## src/verilog/rxctl_pkg.sv

```systemverilog
// constants, types and helpers shared by the receive-engine control block
package rxctl_pkg;

  // ==========================================================
  // receive_engine state codes as seen in the status word
  localparam logic [3:0] RX_CODE_IDLE = 4'h0;
  localparam logic [3:0] RX_CODE_NORES = 4'h2;
  localparam logic [3:0] RX_CODE_SUSP = 4'h1;
  localparam logic [3:0] RX_CODE_READY = 4'h4;
  localparam int STAT_RU_LSB = 2;
  localparam int STAT_W = 16;
  localparam int PTR_W = 16;
  localparam int HDS_W = 16;
  localparam int CNT_W = 16;

  // ==========================================================
  // receive control field commands
  localparam logic [2:0] CMD_NOP = 3'h0;
  localparam logic [2:0] CMD_BEGIN = 3'h1;
  localparam logic [2:0] CMD_CONTINUE = 3'h2;
  localparam logic [2:0] CMD_HALT = 3'h4;
  localparam logic [2:0] CMD_LOAD_HEADER_SIZE_CMD = 3'h5;

  typedef enum logic [1:0] {RX_IDLE, RX_NORES, RX_SUSP, RX_READY} rxctl_state_type;

  // command handed over by the command engine
  typedef struct packed {
    logic [2:0] code;
    logic [PTR_W-1:0] ptr;
  } rxctl_cmd_type;

  // descriptor set-up request towards the receive DMA
  typedef struct packed {
    logic release_prefetch;
    logic [PTR_W-1:0] ptr;
  } rxctl_setup_type;

  localparam int SETUP_W = PTR_W + 1;

  function automatic logic [3:0] rxctl_code(input rxctl_state_type s);
    unique case (s)
      RX_IDLE: rxctl_code = RX_CODE_IDLE;
      RX_NORES: rxctl_code = RX_CODE_NORES;
      RX_SUSP: rxctl_code = RX_CODE_SUSP;
      RX_READY: rxctl_code = RX_CODE_READY;
    endcase
  endfunction : rxctl_code

endpackage : rxctl_pkg
```

## src/verilog/rxctl_engine.sv

```systemverilog
// receive_engine control state machine with command acceptance and status word
`timescale 1ns/1ps
module rxctl_engine
  import rxctl_pkg::*;
(
  input wire logic clk_i,
  input wire logic rst_i,
  input wire logic frame_active_i,
  input wire logic data_moved_i,
  input wire logic cmd_valid_i,
  input wire logic cmd_engine_done_i,
  input wire rxctl_cmd_type cmd_i,
  output logic cmd_clear_o,
  input wire logic desc_done_i,
  input wire logic desc_eol_i,
  input wire logic desc_susp_i,
  input wire logic [PTR_W-1:0] desc_link_i,
  input wire logic hdr_done_i,
  input wire logic flagged_cmd_done_i,
  output logic setup_valid_o,
  input wire logic setup_ready_i,
  output rxctl_setup_type setup_o,
  output logic discard_o,
  output logic dma_halt_o,
  output logic rnr_event_o,
  output logic frame_event_o,
  output logic [STAT_W-1:0] status_word_o,
  output logic status_update_o,
  output logic [CNT_W-1:0] nores_drops_o,
  output logic [HDS_W-1:0] hdr_size_o
);

  // ==========================================================
  // state
  rxctl_state_type state_r;
  rxctl_state_type state_nxt;
  logic act_s1_r;
  logic act_s2_r;
  logic act_d_r;
  logic begin_pend_r;
  logic cont_pend_r;
  logic [PTR_W-1:0] next_ptr_r;
  logic setup_req_r;
  logic setup_rel_r;
  logic [STAT_W-1:0] status_r;
  logic [CNT_W-1:0] drops_r;
  logic [HDS_W-1:0] hds_r;
  logic cmd_clear_r;
  logic dma_halt_r;
  logic rnr_r;
  logic frame_ev_r;
  logic status_upd_r;
  logic buf_in_ready;
  logic frame_end;
  logic accept;
  logic is_begin;
  logic is_cont;
  logic is_halt;
  logic go_ready;
  logic rel_now;

  // ==========================================================
  // line activity: two-flop synchroniser, edge taken from the second flop
  always_ff @(posedge clk_i or posedge rst_i)
  begin
    if (rst_i)
    begin
      act_s1_r <= 1'b0;
      act_s2_r <= 1'b0;
      act_d_r <= 1'b0;
    end
    else
    begin
      act_s1_r <= frame_active_i;
      act_s2_r <= act_s1_r; // actively receiving in every state
      act_d_r <= act_s2_r;
    end
  end

  assign frame_end = act_d_r && !act_s2_r;

  // ==========================================================
  // command acceptance: only once the command engine is done with its own
  assign accept = cmd_valid_i && cmd_engine_done_i && !cmd_clear_r;
  assign is_begin = accept && (cmd_i.code == CMD_BEGIN);
  assign is_cont = accept && (cmd_i.code == CMD_CONTINUE);
  assign is_halt = accept && (cmd_i.code == CMD_HALT);

  // ==========================================================
  // next state; halt wins over everything, including a descriptor retire
  always_comb
  begin
    state_nxt = state_r;
    go_ready = 1'b0;
    rel_now = 1'b0;
    if (is_halt)
    begin
      state_nxt = RX_IDLE;
    end
    else if (is_begin && !act_s2_r && state_r != RX_READY && !data_moved_i)
    begin
      state_nxt = RX_READY;
      go_ready = 1'b1;
      rel_now = 1'b1;
    end
    else if (is_cont && state_r == RX_SUSP && !act_s2_r)
    begin
      state_nxt = RX_READY;
      go_ready = 1'b1;
    end
    else if (frame_end && (begin_pend_r || (cont_pend_r && state_r == RX_SUSP)))
    begin
      state_nxt = RX_READY;
      go_ready = 1'b1;
    end
    else if (desc_done_i && state_r == RX_READY)
    begin
      if (desc_eol_i)
      begin
        state_nxt = RX_NORES;
      end
      else if (desc_susp_i)
      begin
        state_nxt = RX_SUSP;
      end
    end
  end

  // state register, idle out of reset
  always_ff @(posedge clk_i or posedge rst_i)
  begin
    if (rst_i)
    begin
      state_r <= RX_IDLE;
    end
    else
    begin
      state_r <= state_nxt;
    end
  end

  // ==========================================================
  // pending flags remembered from acceptance until frame completion
  always_ff @(posedge clk_i or posedge rst_i)
  begin
    if (rst_i)
    begin
      begin_pend_r <= 1'b0;
      cont_pend_r <= 1'b0;
    end
    else
    begin
      if (is_halt || go_ready)
      begin
        begin_pend_r <= 1'b0;
        cont_pend_r <= 1'b0;
      end
      else if (is_begin && state_r != RX_READY)
      begin
        begin_pend_r <= act_s2_r; // set while a frame arrives, else cleared
      end
      else if (is_cont && state_r == RX_SUSP && act_s2_r)
      begin
        cont_pend_r <= 1'b1;
      end
    end
  end

  // next-descriptor pointer, taken from the area offset or the retired link
  always_ff @(posedge clk_i or posedge rst_i)
  begin
    if (rst_i)
    begin
      next_ptr_r <= '0;
    end
    else if (is_begin && state_r != RX_READY)
    begin
      next_ptr_r <= cmd_i.ptr;
    end
    else if (desc_done_i && state_r == RX_READY)
    begin
      next_ptr_r <= desc_link_i;
    end
  end

  // ==========================================================
  // set-up request held until the buffer takes it or a halt drops it; a retire while it waits replaces the pointer it carries
  always_ff @(posedge clk_i or posedge rst_i)
  begin
    if (rst_i)
    begin
      setup_req_r <= 1'b0;
      setup_rel_r <= 1'b0;
    end
    else if (is_halt)
    begin
      setup_req_r <= 1'b0;
      setup_rel_r <= 1'b0;
    end
    else if (go_ready || (desc_done_i && state_nxt == RX_READY && state_r == RX_READY))
    begin
      setup_req_r <= 1'b1;
      setup_rel_r <= rel_now;
    end
    else if (buf_in_ready)
    begin
      setup_req_r <= 1'b0;
      setup_rel_r <= 1'b0;
    end
  end

  rxctl_fifo2 #(
    .WIDTH(SETUP_W)
  ) u_setup_buf (
    .clk_i(clk_i),
    .rst_i(rst_i),
    .in_valid_i(setup_req_r),
    .in_ready_o(buf_in_ready),
    .in_data_i({setup_rel_r, next_ptr_r}),
    .out_valid_o(setup_valid_o),
    .out_ready_i(setup_ready_i),
    .out_data_o(setup_o)
  );

  // ==========================================================
  // one-cycle events; the command byte is cleared the cycle after acceptance
  always_ff @(posedge clk_i or posedge rst_i)
  begin
    if (rst_i)
    begin
      cmd_clear_r <= 1'b0;
      dma_halt_r <= 1'b0;
      rnr_r <= 1'b0;
      frame_ev_r <= 1'b0;
    end
    else
    begin
      cmd_clear_r <= accept;
      dma_halt_r <= is_halt;
      rnr_r <= is_halt && state_r == RX_READY;
      frame_ev_r <= desc_done_i || hdr_done_i;
    end
  end

  // header size loaded by its own command
  always_ff @(posedge clk_i or posedge rst_i)
  begin
    if (rst_i)
    begin
      hds_r <= '0;
    end
    else if (accept && cmd_i.code == CMD_LOAD_HEADER_SIZE_CMD)
    begin
      hds_r <= cmd_i.ptr[HDS_W-1:0];
    end
  end

  // discarded frames counted only while out of descriptors
  always_ff @(posedge clk_i or posedge rst_i)
  begin
    if (rst_i)
    begin
      drops_r <= '0;
    end
    else if (frame_end && state_r == RX_NORES)
    begin
      drops_r <= drops_r + CNT_W'(1);
    end
  end

  // ==========================================================
  // status word refreshed one cycle after each reporting event
  always_ff @(posedge clk_i or posedge rst_i)
  begin
    if (rst_i)
    begin
      status_r <= '0;
      status_upd_r <= 1'b0;
    end
    else if (cmd_clear_r || state_nxt != state_r || frame_ev_r || flagged_cmd_done_i)
    begin
      status_r <= '0;
      status_r[STAT_RU_LSB +: 4] <= rxctl_code(state_nxt);
      status_upd_r <= 1'b1;
    end
    else
    begin
      status_upd_r <= 1'b0;
    end
  end

  assign discard_o = (state_r != RX_READY);
  assign cmd_clear_o = cmd_clear_r;
  assign dma_halt_o = dma_halt_r;
  assign rnr_event_o = rnr_r;
  assign frame_event_o = frame_ev_r;
  assign status_word_o = status_r;
  assign status_update_o = status_upd_r;
  assign nores_drops_o = drops_r;
  assign hdr_size_o = hds_r;

  // ==========================================================
  // checks
  a_halt_to_idle: assert property (@(posedge clk_i) disable iff (rst_i)
    is_halt |=> (state_r == RX_IDLE) && dma_halt_o)
    else $error("halt did not reach idle with DMA halt");
  a_halt_rnr: assert property (@(posedge clk_i) disable iff (rst_i)
    (is_halt && state_r == RX_READY) |=> rnr_event_o)
    else $error("halt while ready gave no receiver-not-ready event");
  a_cont_ignored: assert property (@(posedge clk_i) disable iff (rst_i)
    (is_cont && state_r != RX_SUSP) |=> $stable(state_r) && !cont_pend_r)
    else $error("continue outside suspended changed the engine");
  a_eol_nores: assert property (@(posedge clk_i) disable iff (rst_i)
    (desc_done_i && desc_eol_i && state_r == RX_READY && !accept) |=> state_r == RX_NORES)
    else $error("end-of-list descriptor did not reach no-resources");
  a_status_code: assert property (@(posedge clk_i) disable iff (rst_i)
    status_update_o |-> status_word_o[STAT_RU_LSB +: 4] == rxctl_code(state_r))
    else $error("status word state field disagrees with engine");
  a_clear_once: assert property (@(posedge clk_i) disable iff (rst_i)
    accept |=> cmd_clear_o ##1 !cmd_clear_o)
    else $error("command byte clear not a single pulse after acceptance");
  a_accept_gate: assert property (@(posedge clk_i) disable iff (rst_i)
    cmd_clear_o |-> $past(cmd_engine_done_i))
    else $error("command taken before command engine finished");
  a_pend_ready: assert property (@(posedge clk_i) disable iff (rst_i)
    (frame_end && begin_pend_r && !accept) |=> state_r == RX_READY ##1 !begin_pend_r)
    else $error("pending begin not honoured at frame end");
  a_begin_idle_line: assert property (@(posedge clk_i) disable iff (rst_i)
    (is_begin && !act_s2_r && state_r != RX_READY && !data_moved_i)
      |=> state_r == RX_READY && setup_req_r && next_ptr_r == $past(cmd_i.ptr))
    else $error("begin on quiet line did not enter ready with set-up");
  a_status_on_frame: assert property (@(posedge clk_i) disable iff (rst_i)
    frame_event_o |=> status_update_o)
    else $error("frame completion did not refresh status");

endmodule : rxctl_engine

```

## src/verilog/rxctl_fifo2.sv

```systemverilog
// two-entry valid/ready buffer for descriptor set-up requests
`timescale 1ns/1ps
module rxctl_fifo2
  import rxctl_pkg::*;
#(
  parameter int WIDTH = SETUP_W
)(
  input wire logic clk_i,
  input wire logic rst_i,
  input wire logic in_valid_i,
  output logic in_ready_o,
  input wire logic [WIDTH-1:0] in_data_i,
  output logic out_valid_o,
  input wire logic out_ready_i,
  output logic [WIDTH-1:0] out_data_o
);

  logic [WIDTH-1:0] mem_r [2];
  logic wr_ptr_r;
  logic rd_ptr_r;
  logic [1:0] count_r;
  logic push;
  logic pop;

  // honest full/empty straight from the occupancy count
  assign in_ready_o = (count_r != 2'h2);
  assign out_valid_o = (count_r != 2'h0);
  assign out_data_o = mem_r[rd_ptr_r];
  assign push = in_valid_i && in_ready_o;
  assign pop = out_valid_o && out_ready_i;

  // storage, no reset needed on data
  always_ff @(posedge clk_i)
  begin
    if (push)
    begin
      mem_r[wr_ptr_r] <= in_data_i;
    end
  end

  // pointers and occupancy
  always_ff @(posedge clk_i or posedge rst_i)
  begin
    if (rst_i)
    begin
      wr_ptr_r <= 1'b0;
      rd_ptr_r <= 1'b0;
      count_r <= 2'h0;
    end
    else
    begin
      if (push)
      begin
        wr_ptr_r <= ~wr_ptr_r;
      end
      if (pop)
      begin
        rd_ptr_r <= ~rd_ptr_r;
      end
      if (push && !pop)
      begin
        count_r <= count_r + 2'h1;
      end
      else if (pop && !push)
      begin
        count_r <= count_r - 2'h1;
      end
    end
  end

  a_fifo_no_overflow: assert property (@(posedge clk_i) disable iff (rst_i)
    (count_r == 2'h2 && !pop) |=> (count_r == 2'h2))
    else $error("buffer occupancy changed while full and not drained");

endmodule : rxctl_fifo2

```

## config.mk

```make
export PLATFORM = sky130hd
export DESIGN_NAME = rxctl_engine
export DESIGN_NICKNAME = d
export VERILOG_FILES = /design/src/verilog/rxctl_pkg.sv /design/src/verilog/rxctl_engine.sv /design/src/verilog/rxctl_fifo2.sv
export SDC_FILE = /design/constraint.sdc
export NUM_CORES = 1
export LEC_CHECK = 0
export BUFFER_PORTS_ARGS = -buffer_cell sky130_fd_sc_hd__buf_4
export CAP_MARGIN = 20
export CORE_UTILIZATION = 30
export CTS_CLUSTER_DIAMETER = 50
export CTS_CLUSTER_SIZE = 16
export DETAILED_ROUTE_END_ITERATION = 6
export SYNTH_ARGS = -nofsm -noshare
export SYNTH_HDL_FRONTEND = slang
export SYNTH_SLANG_ARGS = --single-unit
```

## constraint.sdc

```tcl
create_clock -name clk_i -period 2 [get_ports clk_i]
set_input_delay 0 -clock clk_i [delete_from_list [all_inputs] [get_ports clk_i]]
set_output_delay 0 -clock clk_i [all_outputs]
set_load 0.02 [all_outputs]
```

==> Implementation_results.wiki, run 1 <==
{| class="wikitable"
! Metric !! Value
|-
| Internal reg-to-reg setup slack || 0.09 ns
|-
| IR drop worst, VDD || 0.4965 mV
|-
| Worst-path fanout max || 9
|-
| Setup Viol. Count Final || 0
|-
| Max Cap Viol || 0
|-
| Data arrival time at the worst-slack endpoint || 2.14 ns
|-
| CP Launch Type || register
|-
| Final Skew || 0.005583 ns
|-
| Period minus WS final || about 1.9 ns
|-
| Clock Path Buffers || 2
|-
| Net switching fraction of the power || 0.3229
|-
| Share of total power in combinational logic || 0.307
|-
| Die width || roughly 120 µm
|-
| Status || finished, final reports clean
|-
| Mapped Cells || around 340
|-
| Count of pins on the block boundary || 119
|-
| Clock insertion delay at the later pin of the skew report || 0.34 ns
|-
| Most common flop cell mapped by yosys || sky130_fd_sc_hd__dfrtp_1
|-
| Total wirelength of the detailed-routed design || ~11000 µm
|-
| Path type of the worst setup path || reg2reg
|-
| Detail Route Antenna Nets || 0
|-
| Internal power || 4568 µW
|-
| Async SR Flop Fraction || 0.6699
|-
| Placeable core area || 0.01410 mm²
|-
| Post-route cell area || between 0.006 and 0.007 mm²
|-
| Diodes inserted || 0
|-
| Fraction of final layout cells with drive strength greater than 1 || 0.3740
|-
| TritonCTS clock tree || built
|-
| Share of Yosys cell area claimed by the top area cell type || 0.3912
|-
| Placer congestion estimate || 0.8854
|-
| Static leakage || 0.002734 µW
|-
| Cell Area, Synth || 0.004414 mm²
|-
| Worst reg2reg startpoint || state_r[0]$_DFF_PP0_
|-
| Setup TNS after final layout || 0 ns
|-
| Chip Height || 123.3 µm
|-
| TritonCTS Buffers || 9
|-
| Count of distinct cell types in the synthesized netlist || 53
|-
| Crit path from || state_r[0]$_DFF_PP0_
|-
| Endpoint class of the critical path || register
|-
| Wire length of the first global-routing pass || about 16000 µm
|-
| Placed Area || ~0.0054 mm²
|-
| Deepest level of the CTS H-tree || 3
|-
| Most common cell after layout, fill and taps aside || sky130_fd_sc_hd__buf_4
|-
| Clock transition time at the flip-flop clock pins of the worst setup and hold paths || roughly 0.06 ns
|-
| FF+latch count, synth || 103
|-
| Antenna violations before repair || 0
|-
| Synth-to-layout area growth || 37.84%
|-
| Switching power of the nets || 2178 µW
|-
| Die area || 0.01520 mm²
|-
| Root buffer selected by CTS || sky130_fd_sc_hd__clkbuf_16
|-
| Net count of the finished layout || 544
|-
| Num rows || 43
|-
| Hold/Removal Path Class || in2reg
|-
| Warnings, synthesis || 0
|-
| Detailed-router iteration count before antenna repair || 4
|-
| Min-Delay Startpoint || desc_eol_i
|-
| Via/cell ratio || 4.562
|-
| Detailed router's first-iteration violation count || 134
|-
| Remaining Overflow, GRT || 0
|-
| Final Hold Vio Count || 0
|-
| Library cell occupying the most area in the post-synthesis netlist || sky130_fd_sc_hd__dfrtp_1
|-
| Routed via count || 3102
|-
| Vias in the first global route || 3151
|-
| Max_slew headroom || 0.4951
|-
| Data required time of the worst path || 2.23 ns
|-
| Share of the yosys chip area belonging to registers || 0.6224
|-
| Global-route total usage across every layer || 0.1456
|-
| Proportion of power drawn by the clock network || 0.236
|-
| Starting utilization of the core area || 0.3132
|-
| Clock sinks || 103
|-
| Max Fclk || 523.2 MHz
|-
| Top post-synthesis cells by area || sky130_fd_sc_hd__dfrtp_1 39%, sky130_fd_sc_hd__edfxtp_1 23%, sky130_fd_sc_hd__mux2_2 8.9%
|-
| Share of power burned in registers || 0.456
|-
| Maximum number of pins on one net before global-route repair || 37
|-
| Final worst-path cycle share || 0.9557
|-
| Final HPWL DP || 7227 µm
|-
| Count of pins over their slew limit || 0
|-
| Power per cell area || 1109 mW/mm²
|-
| Mapped Avg Cell Area || roughly 13 µm²
|-
| Commonest cells after routing, fill and taps aside || 115 x sky130_fd_sc_hd__buf_4, 67 x sky130_fd_sc_hd__dfrtp_1, 46 x sky130_fd_sc_hd__nand2_1
|-
| Slew @ Worst Pin || 0.7562 ns
|-
| DRC violation count after routing || 0
|-
| Number of enable-type register cells in the synthesized netlist || 34
|-
| Post-DR wirelength/cell || roughly 16 µm
|-
| Buffers added on ports || ~110
|}
registers in the layout, indices dropped and copies added, names as in the netlist, 2 cells and up:
register and flops:
next_ptr_r 16, status_word_o 3, u_setup_buf.mem_r 34, nores_drops_o 16
hdr_size_o 16, state_r 2, u_setup_buf.count_r 2
power by group through the flow:
| stage | logic (µW) | registers (µW) | clock network [µW] |
|---|---|---|---|
| 6_report | 2070 | 3080 | 1590 |
| 5_1_grt | 2270 | 3140 | 1720 |
| 4_1_cts | 2080 | 3080 | 1650 |
| 3_5_place_dp | 2010 | 3120 | 0 |
| 3_3_place_gp | 1990 | 3090 | 0 |
| 2_1_floorplan | 1170 | 3150 | 0 |
path summary, 6_finish.rpt:
check	endpoint	cells after the start
worst max-delay path	setup_rel_r$_DFFE_PP0P_	5
worst max register to register	setup_rel_r$_DFFE_PP0P_	5
max in group asynchronous	hdr_size_o[13]$_DFFE_PP0P_	4
min in group asynchronous	nores_drops_o[14]$_DFFE_PP0P_	3
worst min-delay path	status_word_o[2]$_DFFE_PP0P_	4
worst min register to register	act_s2_r$_DFF_PP0_	0
metrics by stage:
| stage | power (µW) | hold slack, ns | setup slack (ns) | instances | utilization |
|---|---|---|---|---|---|
| 2_1_floorplan | 4323 | 0.03143 | 0.2028 | 353 | - |
| 3_3_place_gp | 5075 | 0.1120 | 0.04995 | 624 | 0.3834 |
| 3_5_place_dp | 5124 | 0.1121 | 0.05671 | 624 | 0.3834 |
| 4_1_cts | 6801 | 0.08460 | 0.02501 | 677 | 0.4285 |
| 5_1_grt | 7124 | 0.1129 | -0.007875 | 680 | 0.4317 |
| 6_report | 6747 | 0.08795 | 0.08863 | 680 | 0.4317 |
critical path, stage by stage, from the launching register on:
cell and delay, ns:
sky130_fd_sc_hd__dfrtp_2 0.45, sky130_fd_sc_hd__and4bb_1 0.34, sky130_fd_sc_hd__nor4b_4 0.25, sky130_fd_sc_hd__nor3_1 0.12, sky130_fd_sc_hd__or3b_1 0.38, sky130_fd_sc_hd__a41o_1 0.25
cell families after synthesis:
family,synth area share
flops,0.6225
simple gates,0.1293
other cells,0.0008495
compound gates,0.06831
mux,0.09155
fa+ha+maj,0.005668
xor+xnor,0.03968
buf+inv,0.04223
layout make-up:
class | count | area (µm²)
tap | 180 | 225.2
inverter | 10 | 37.54
clock inverter | 5 | 33.78
timing repair buffer | 154 | 1267
multi-input combinational | 217 | 1538
clock buffer | 11 | 232.7
sequential | 103 | 2750
fill | 1336 | 8011
synthesized netlist by cell type (all sizes together), types with 2 or more instances:
| cell type | n |
|---|---|
| nand4 | 7 |
| and3 | 2 |
| nand2 | 46 |
| inv | 10 |
| ha | 2 |
| clkbuf | 5 |
| a31oi | 2 |
| nor3 | 5 |
| and2 | 2 |
| nor2 | 14 |
| buf | 18 |
| nand3 | 7 |
| a21oi | 6 |
| o22ai | 2 |
| edfxtp | 34 |
| a22oi | 16 |
| mux2 | 35 |
| or3 | 3 |
| o221ai | 2 |
| xor2 | 8 |
| a41o | 2 |
| xnor2 | 12 |
| or2 | 5 |
| o21ai | 3 |
| nand2b | 3 |
| nand3b | 2 |
| dfrtp | 69 |
what timing repair did:
| item | in CTS | in global routing |
|---|---|---|
| gates resized for setup | 0 | 6 |
| hold endpoints to repair | 68 | 0 |
| setup endpoints to repair | 0 | 6 |
| setup buffers | 0 | 2 |
| hold buffers | 37 | 0 |
metal layers:
layer | track usage | wire (µm)
met4 | 0.07078 | 244
met2 | 0.2413 | 5327
met1 | 0.1831 | 4613
met3 | 0.02629 | 387
met5 | 0 | 0
No activity file was read; power rests on OpenSTA's default activity.
==> run 2: changes to the inputs <==
GPL_ROUTABILITY_DRIVEN = 0   (was default)
PLACE_DENSITY = 0.58   (was default)
==> Implementation_results.wiki, run 2 (synthesis gave the netlist of run 1 again) <==
{| class="wikitable"
! Metric !! Value
|-
| Placed Area || 0.005411 mm² (was 0.005404 mm²)
|-
| Hold/Removal Path Class || in2reg (unchanged)
|-
| Min-Delay Startpoint || desc_eol_i (unchanged)
|-
| DRC violation count after routing || 0 (unchanged)
|-
| Most common cell after layout, fill and taps aside || sky130_fd_sc_hd__buf_4 (unchanged)
|-
| Post-DR wirelength/cell || 15.33 µm (was 15.55 µm)
|-
| Slew @ Worst Pin || 0.6900 ns (was 0.7562 ns)
|-
| Detailed router's first-iteration violation count || 179 (was 134)
|-
| Vias in the first global route || 3151 (unchanged)
|-
| Power per cell area || 1131 mW/mm² (was 1109 mW/mm²)
|-
| Internal reg-to-reg setup slack || 0.09 ns (about the same)
|-
| Cell type group with the largest total delay on the critical path || compound AO/OA/AOI/OAI gates (was simple AND/OR/NAND/NOR gates)
|-
| Count of pins over their slew limit || 0 (unchanged)
|-
| Via/cell ratio || 4.629 (was 4.562)
|-
| Max Fclk || 523.8 MHz (was 523.2 MHz)
|-
| # fillers || 1353 (was 1336)
|-
| Post-route worst hold slack || 0.05673 ns (was 0.08795 ns)
|-
| Wire length of the first global-routing pass || 16460 µm (was 16500 µm)
|-
| Number of placed instances with taps included || 625 (was 624)
|-
| Period minus WS final || 1.909 ns (was 1.911 ns)
|-
| Area occupied by registers || 0.002749 mm² (was 0.002750 mm²)
|-
| Net count of the finished layout || 543 (was 544)
|-
| Most flop-heavy register || u_setup_buf.mem_r (unchanged)
|-
| Data arrival time at the worst-slack endpoint || 2.14 ns (about the same)
|-
| Final HPWL DP || 7099 µm (was 7227 µm)
|-
| CP Launch Type || register (unchanged)
|-
| Slowest Stage Delay on Critical Path || 0.49 ns (was 0.45 ns)
|-
| Clock sinks || 103 (unchanged)
|-
| Placeable core area || 0.01410 mm² (unchanged)
|-
| Clock insertion delay at the later pin of the skew report || 0.35 ns (was 0.34 ns)
|-
| Diodes inserted || 0 (unchanged)
|-
| TritonCTS Buffers || 9 (unchanged)
|-
| Max FFs per register || 34 (unchanged)
|-
| Count of pins on the block boundary || 119 (unchanged)
|-
| Endpoint class of the critical path || register (unchanged)
|-
| Final worst-path cycle share || 0.9545 (was 0.9557)
|-
| Routed via count || 3143 (was 3102)
|-
| Final WS setup || 0.09103 ns (was 0.08863 ns)
|-
| Final Skew || 0.005335 ns (was 0.005583 ns)
|-
| RSZ-0062 raised after global routing || true
|-
| Data required time of the worst path || 2.23 ns (about the same)
|-
| Met3 wire len || 517 µm (was 387 µm)
|-
| Slowest stage cell on the critical path || sky130_fd_sc_hd__dfrtp_1 (was sky130_fd_sc_hd__dfrtp_2)
|-
| Worst hold path cell count || 4 (unchanged)
|-
| Setup Viol. Count Final || 0 (unchanged)
|-
| Buffers added on ports || 105 (unchanged)
|-
| Maximum number of pins on one net before global-route repair || 40 (was 37)
|-
| Total wirelength of the detailed-routed design || 10410 µm (was 10570 µm)
|-
| Worst-path fanout max || 8 (was 9)
|-
| Sum of routed wire segments on met1 || 4558 µm (was 4613 µm)
|-
| Deepest level of the CTS H-tree || 3 (unchanged)
|-
| Remaining Overflow, GRT || 0 (unchanged)
|-
| IR drop worst, VDD || 0.4187 mV (was 0.4965 mV)
|-
| Worst reg2reg startpoint || act_s2_r$_DFF_PP0_ (was state_r[0]$_DFF_PP0_)
|-
| Path type of the worst setup path || reg2reg (unchanged)
|-
| Chip Height || 123.3 µm (unchanged)
|-
| Clock transition time at the flip-flop clock pins of the worst setup and hold paths || 0.07 ns (was 0.06 ns)
|-
| Commonest cells after routing, fill and taps aside || 115 x sky130_fd_sc_hd__buf_4, 68 x sky130_fd_sc_hd__dfrtp_1, 46 x sky130_fd_sc_hd__nand2_1 (was 115 x sky130_fd_sc_hd__buf_4, 67 x sky130_fd_sc_hd__dfrtp_1, 46 x sky130_fd_sc_hd__nand2_1)
|-
| Capture endpoint of the worst hold path || status_word_o[2]$_DFFE_PP0P_ (unchanged)
|-
| Reg-to-reg endpoint || status_word_o[4]$_DFFE_PP0P_ (was setup_rel_r$_DFFE_PP0P_)
|-
| Met2 Routed Length || 5024 µm (was 5327 µm)
|-
| Antenna violations before repair || 0 (unchanged)
|-
| Area of the multi-input gates || 0.001530 mm² (was 0.001538 mm²)
|-
| Sum of buffers and inverters on the critical path || 0 (unchanged)
|-
| CP Cell Sequence || nand2b_1 -> a21oi_1 -> o21ai_0 -> mux2_2 -> a311o_1 (was and4bb_1 -> nor4b_4 -> nor3_1 -> or3b_1 -> a41o_1)
|-
| Global-route total usage across every layer || 0.1458 (was 0.1456)
|-
| Synth-to-layout area growth || 38.01% (was 37.84%)
|-
| Fraction of final layout cells with drive strength greater than 1 || 0.3727 (was 0.3740)
|-
| Setup TNS after final layout || 0 ns (unchanged)
|-
| Cell depth of the worst flop-to-flop path || 5 (unchanged)
|-
| Max Cap Viol || 0 (unchanged)
|-
| Top layer in use || met4 (unchanged)
|-
| Static leakage || 0.002737 µW (was 0.002734 µW)
|-
| Post-route cell area || 0.006092 mm² (was 0.006085 mm²)
|-
| Detail Route Antenna Nets || 0 (unchanged)
|-
| Max_slew headroom || 0.5393 (was 0.4951)
|-
| Final Instance Count excl. Fillers || 679 (was 680)
|-
| Die area || 0.01520 mm² (unchanged)
|-
| Detailed-router iteration count before antenna repair || 4 (unchanged)
|-
| Pre-CTS worst setup slack || 0.07016 ns (was 0.05671 ns)
|-
| Die width || 123.3 µm (unchanged)
|-
| Clock Path Buffers || 2 (unchanged)
|-
| Starting utilization of the core area || 0.3132 (unchanged)
|-
| Num rows || 43 (unchanged)
|-
| Final Hold Vio Count || 0 (unchanged)
|-
| TritonCTS clock tree || built (unchanged)
|-
| Status || finished, final reports clean (unchanged)
|-
| Root buffer selected by CTS || sky130_fd_sc_hd__clkbuf_16 (unchanged)
|}
[run 2: repair_timing]
item                                    4_1_cts  5_1_grt
resized for setup                             0        4
hold buffers                                 37        0
endpoints found under the hold margin        65        0
setup buffers                                 0        1
endpoints found under the setup margin        0       10
[run 2: area by class of cell]
| cell class | instances | area share |
|---|---|---|
| sequential | 103 | 0.4512 |
| multi-input combinational | 217 | 0.2512 |
| timing repair buffer | 153 | 0.2058 |
| clock buffer | 10 | 0.03758 |
| tap | 180 | 0.03697 |
| clock inverter | 6 | 0.01109 |
| inverter | 10 | 0.006161 |
[run 2: where the power goes]
group	internal, µW	switching, µW	total (µW)	leakage [µW]
clock network	978	789	1770	0.000139
registers	2730	322	3050	0.00119
logic	982	1090	2070	0.00141
[run 2: tightest hold or removal path: cells and delay by family]
family          cells  cell delay (ns)
compound gates      1             0.09
buf+inv             1             0.09
simple gates        2             0.18
[run 2: worst max path at each step]
stage	start	endpoint	slack, ns	cells past startpoint
2_1_floorplan	cmd_clear_o$_DFF_PP0_	hdr_size_o[0]$_DFFE_PP0P_	0.20	4
3_3_place_gp	state_r[1]$_DFF_PP0_	status_word_o[2]$_DFFE_PP0P_	0.08	6
3_5_place_dp	state_r[1]$_DFF_PP0_	status_word_o[2]$_DFFE_PP0P_	0.07	6
4_1_cts	state_r[1]$_DFF_PP0_	status_word_o[2]$_DFFE_PP0P_	0.05	6
5_1_grt	cmd_clear_o$_DFF_PP0_	status_word_o[3]$_DFFE_PP0P_	-0.03	7
6_report	act_s2_r$_DFF_PP0_	status_word_o[4]$_DFFE_PP0P_	0.09	5
[run 2: layer usage]
metal / GRT usage / up-vias
met5: 0 / -
met4: 0.08509 / 0
met3: 0.03229 / 22
met2: 0.2249 / 99
met1: 0.1883 / 1521
li1: - / 1501
[run 2: metrics by stage]
step | utilization | power (µW)
floorplan | - | 4323
global route | 0.4322 | 7307
global placement | 0.3839 | 5071
detailed placement | 0.3839 | 5119
CTS | 0.4312 | 6965
finish | 0.4322 | 6888
==> run 3: changes to the inputs <==
ABC_AREA = 1   (was default)
==> Implementation_results.wiki, run 3 <==
{| class="wikitable"
! Metric !! Value
|-
| Status || finished, final reports clean (unchanged)
|-
| Mapped Cells || 422 (was 341)
|-
| Count of pins on the block boundary || 119 (unchanged)
|-
| Placed Area || 0.005383 mm² (was 0.005411 mm²)
|-
| CP Cell Sequence || inv_1 -> nand3_1 -> nor2_1 -> nand3_1 -> nand2_1 -> nand2_1 -> nand2_2 -> nor2_1 -> nor2_2 -> nand3_1 -> nand2_1 (was nand2b_1 -> a21oi_1 -> o21ai_0 -> mux2_2 -> a311o_1)
|-
| Buffers added on ports || 105 (unchanged)
|-
| Data arrival time at the worst-slack endpoint || 1.98 ns (was 2.14 ns)
|-
| Detailed-router iteration count before antenna repair || 4 (unchanged)
|-
| RSZ-0062 raised after global routing || false (was true)
|-
| Setup TNS after final layout || 0 ns (unchanged)
|-
| Clock transition time at the flip-flop clock pins of the worst setup and hold paths || 0.07 ns (about the same)
|-
| Slowest Stage Delay on Critical Path || 0.41 ns (was 0.49 ns)
|-
| Routed via count || 3322 (was 3143)
|-
| Mapped Avg Cell Area || 10.43 µm² (was 12.94 µm²)
|-
| Net count of the finished layout || 622 (was 543)
|-
| Detail Route Antenna Nets || 0 (unchanged)
|-
| Chip Height || 123.1 µm (was 123.3 µm)
|-
| Sum of buffers and inverters on the critical path || 1 (was 0)
|-
| Global-route total usage across every layer || 0.1453 (was 0.1458)
|-
| Most numerous cell in the Yosys netlist || sky130_fd_sc_hd__nand2_1 (was sky130_fd_sc_hd__dfrtp_1)
|-
| Count of pins over their slew limit || 0 (unchanged)
|-
| Max Cap Viol || 0 (unchanged)
|-
| Static leakage || 0.002977 µW (was 0.002737 µW)
|-
| Maximum number of pins on one net before global-route repair || 70 (was 40)
|-
| Fraction of final layout cells with drive strength greater than 1 || 0.2699 (was 0.3727)
|-
| Starting utilization of the core area || 0.3123 (was 0.3132)
|-
| IR drop worst, VDD || 0.4101 mV (was 0.4187 mV)
|-
| Period minus WS final || 1.702 ns (was 1.909 ns)
|-
| Warnings, synthesis || 0 (unchanged)
|-
| Placeable core area || 0.01410 mm² (unchanged)
|-
| Endpoint class of the critical path || register (unchanged)
|-
| Clock insertion delay at the later pin of the skew report || 0.34 ns (was 0.35 ns)
|-
| Via/cell ratio || 4.377 (was 4.629)
|-
| Count of distinct cell types in the synthesized netlist || 33 (was 53)
|-
| Power per cell area || 1153 mW/mm² (was 1131 mW/mm²)
|-
| Share of the yosys chip area belonging to registers || 0.6242 (was 0.6224)
|-
| Share of Yosys cell area claimed by the top area cell type || 0.3923 (was 0.3912)
|-
| TritonCTS clock tree || built (unchanged)
|-
| Final HPWL DP || 7086 µm (was 7099 µm)
|-
| Final worst-path cycle share || 0.8510 (was 0.9545)
|-
| Max Fclk || 587.6 MHz (was 523.8 MHz)
|-
| Wire length of the first global-routing pass || 16860 µm (was 16460 µm)
|-
| Post-DR wirelength/cell || 13.44 µm (was 15.33 µm)
|-
| Max FFs per register || 34 (unchanged)
|-
| Synth-to-layout area growth || 37.95% (was 38.01%)
|-
| FF+latch count, synth || 103 (unchanged)
|-
| Antenna violations before repair || 0 (unchanged)
|-
| Most common flop cell mapped by yosys || sky130_fd_sc_hd__dfrtp_1 (unchanged)
|-
| Vias in the first global route || 3308 (was 3151)
|-
| CP Launch Type || register (unchanged)
|-
| Deepest level of the CTS H-tree || 3 (unchanged)
|-
| # fillers || 1366 (was 1353)
|-
| Async SR Flop Fraction || 0.6699 (unchanged)
|-
| Detailed router's first-iteration violation count || 146 (was 179)
|-
| Final Skew || 0.007281 ns (was 0.005335 ns)
|-
| TritonCTS Buffers || 9 (unchanged)
|-
| Hold/Removal Path Class || in2reg (unchanged)
|-
| Slew @ Worst Pin || 0.5142 ns (was 0.6900 ns)
|-
| Remaining Overflow, GRT || 0 (unchanged)
|-
| Library cell occupying the most area in the post-synthesis netlist || sky130_fd_sc_hd__dfrtp_1 (unchanged)
|-
| Total wirelength of the detailed-routed design || 10200 µm (was 10410 µm)
|-
| Most common cell after layout, fill and taps aside || sky130_fd_sc_hd__nand2_1 (was sky130_fd_sc_hd__buf_4)
|-
| Clock sinks || 103 (unchanged)
|-
| Top post-synthesis cells by area || sky130_fd_sc_hd__dfrtp_1 39%, sky130_fd_sc_hd__edfxtp_1 23%, sky130_fd_sc_hd__nand2_1 9.6% (was sky130_fd_sc_hd__dfrtp_1 39%, sky130_fd_sc_hd__edfxtp_1 23%, sky130_fd_sc_hd__mux2_2 8.9%)
|-
| Synth top cells by count || 112 x sky130_fd_sc_hd__nand2_1, 69 x sky130_fd_sc_hd__dfrtp_1, 41 x sky130_fd_sc_hd__inv_1, 34 x sky130_fd_sc_hd__edfxtp_1, 31 x sky130_fd_sc_hd__nand3_1 (was 69 x sky130_fd_sc_hd__dfrtp_1, 46 x sky130_fd_sc_hd__nand2_1, 35 x sky130_fd_sc_hd__mux2_2, 34 x sky130_fd_sc_hd__edfxtp_1, 16 x sky130_fd_sc_hd__a22oi_1)
|-
| Cell type group with the largest total delay on the critical path || simple AND/OR/NAND/NOR gates (was compound AO/OA/AOI/OAI gates)
|-
| Setup Viol. Count Final || 0 (unchanged)
|-
| Final Hold Vio Count || 0 (unchanged)
|-
| Die area || 0.01516 mm² (was 0.01520 mm²)
|-
| Post-CTS setup buffers || 0 (unchanged)
|-
| Data required time of the worst path || 2.28 ns (was 2.23 ns)
|-
| Cell Area, Synth || 0.004402 mm² (was 0.004414 mm²)
|-
| Most flop-heavy register || u_setup_buf.mem_r (unchanged)
|-
| Path type of the worst setup path || reg2reg (unchanged)
|-
| Total Power || 7004 µW (was 6888 µW)
|-
| Number of enable-type register cells in the synthesized netlist || 34 (unchanged)
|-
| Post-route cell area || 0.006072 mm² (was 0.006092 mm²)
|-
| Clock Path Buffers || 2 (unchanged)
|-
| Max_slew headroom || 0.6551 (was 0.5393)
|-
| Slowest stage cell on the critical path || sky130_fd_sc_hd__dfrtp_1 (unchanged)
|-
| Worst-path fanout max || 6 (was 8)
|-
| DRC violation count after routing || 0 (unchanged)
|-
| Die width || 123.1 µm (was 123.3 µm)
|-
| Commonest cells after routing, fill and taps aside || 112 x sky130_fd_sc_hd__nand2_1, 111 x sky130_fd_sc_hd__buf_4, 69 x sky130_fd_sc_hd__dfrtp_1 (was 115 x sky130_fd_sc_hd__buf_4, 68 x sky130_fd_sc_hd__dfrtp_1, 46 x sky130_fd_sc_hd__nand2_1)
|-
| Root buffer selected by CTS || sky130_fd_sc_hd__clkbuf_16 (unchanged)
|-
| Num rows || 43 (unchanged)
|}
[run 3: cell count changes after synthesis, sizes merged, moves of 4 or more]
cell    delta
nand2     +74
inv       +34
mux2      -34
nand3     +26
o21ai     +17
a22oi     -16
o211ai    +16
nor2       +6
nor3       -4
[run 3: report_power, final]
| group | internal [µW] | total, µW | switching (µW) |
|---|---|---|---|
| clock network | 871 | 1690 | 818 |
| logic | 916 | 2260 | 1340 |
| registers | 2730 | 3050 | 330 |
| total | 4510 | 7000 | 2490 |
[run 3: worst register-to-register path: stages (launching register included)]
cell	delay, ns
sky130_fd_sc_hd__dfrtp_1	0.41
sky130_fd_sc_hd__inv_1	0.06
sky130_fd_sc_hd__nand3_1	0.08
sky130_fd_sc_hd__nor2_1	0.27
sky130_fd_sc_hd__nand3_1	0.18
sky130_fd_sc_hd__nand2_1	0.10
sky130_fd_sc_hd__nand2_1	0.06
sky130_fd_sc_hd__nand2_2	0.11
sky130_fd_sc_hd__nor2_1	0.06
sky130_fd_sc_hd__nor2_2	0.16
sky130_fd_sc_hd__nand3_1	0.09
sky130_fd_sc_hd__nand2_1	0.06
[run 3: what timing repair did]
| item | 4_1_cts | 5_1_grt |
|---|---|---|
| resized for setup | 0 | 0 |
| endpoints found under the hold margin | 106 | 0 |
| hold buffers | 40 | 0 |
[run 3: cell type report]
cell class	count	area, µm²	area share
multi-input combinational	261	1384	0.2279
sequential	103	2748	0.4525
inverter	46	172.7	0.02844
antenna	1	2.502	0.0004121
tap	180	225.2	0.03709
timing repair buffer	152	1254	0.2065
clock inverter	7	61.31	0.01010
clock buffer	9	225.2	0.03709
[run 3: metrics by stage]
step                setup WS [ns]  hold slack (ns)  cells  utilization
floorplan                  0.2585          0.03143    434            -
global placement           0.3829           0.1184    702       0.3819
detailed placement         0.3197           0.1107    702       0.3819
CTS                        0.2825          0.03506    758       0.4306
global route              0.08811          0.07942    758       0.4306
finish                     0.2981          0.05438    759       0.4308
[run 3: cell families (layout without fill, tap and decap cells)]
logic type,count (synthesis),count (layout),synth area share
DFF,103,103,0.6242
muxes,1,1,0.002558
xor gates and xnor gates,18,18,0.03752
other,1,14,0.0008519
and+or+nand+nor,183,183,0.1953
AOI/OAI and AO/OA,44,44,0.06225
buffers and inverters,70,214,0.07163
adders and majority gates,2,2,0.005684
[run 3: metal layers]
layer | vias up | wire (µm) | global-route usage
met2 | 89 | 4761 | 0.2175
met3 | 18 | 491 | 0.03598
li1 | 1655 | - | -
met5 | - | 0 | 0
met4 | 0 | 266 | 0.06476
met1 | 1560 | 4683 | 0.1988
[run 3: worst paths after layout]
kind | start | cells past startpoint | slack (ns) | endpoint
max in group asynchronous | rst_i | 4 | 1.39 | frame_event_o$_DFF_PP0_
min in group asynchronous | rst_i | 4 | 0.28 | hdr_size_o[9]$_DFFE_PP0P_
max | cmd_clear_o$_DFF_PP0_ | 11 | 0.30 | status_word_o[2]$_DFFE_PP0P_
min reg2reg | act_s1_r$_DFF_PP0_ | 0 | 0.36 | act_s2_r$_DFF_PP0_
max reg2reg | cmd_clear_o$_DFF_PP0_ | 11 | 0.30 | status_word_o[2]$_DFFE_PP0P_
min | data_moved_i | 4 | 0.05 | setup_rel_r$_DFFE_PP0P_
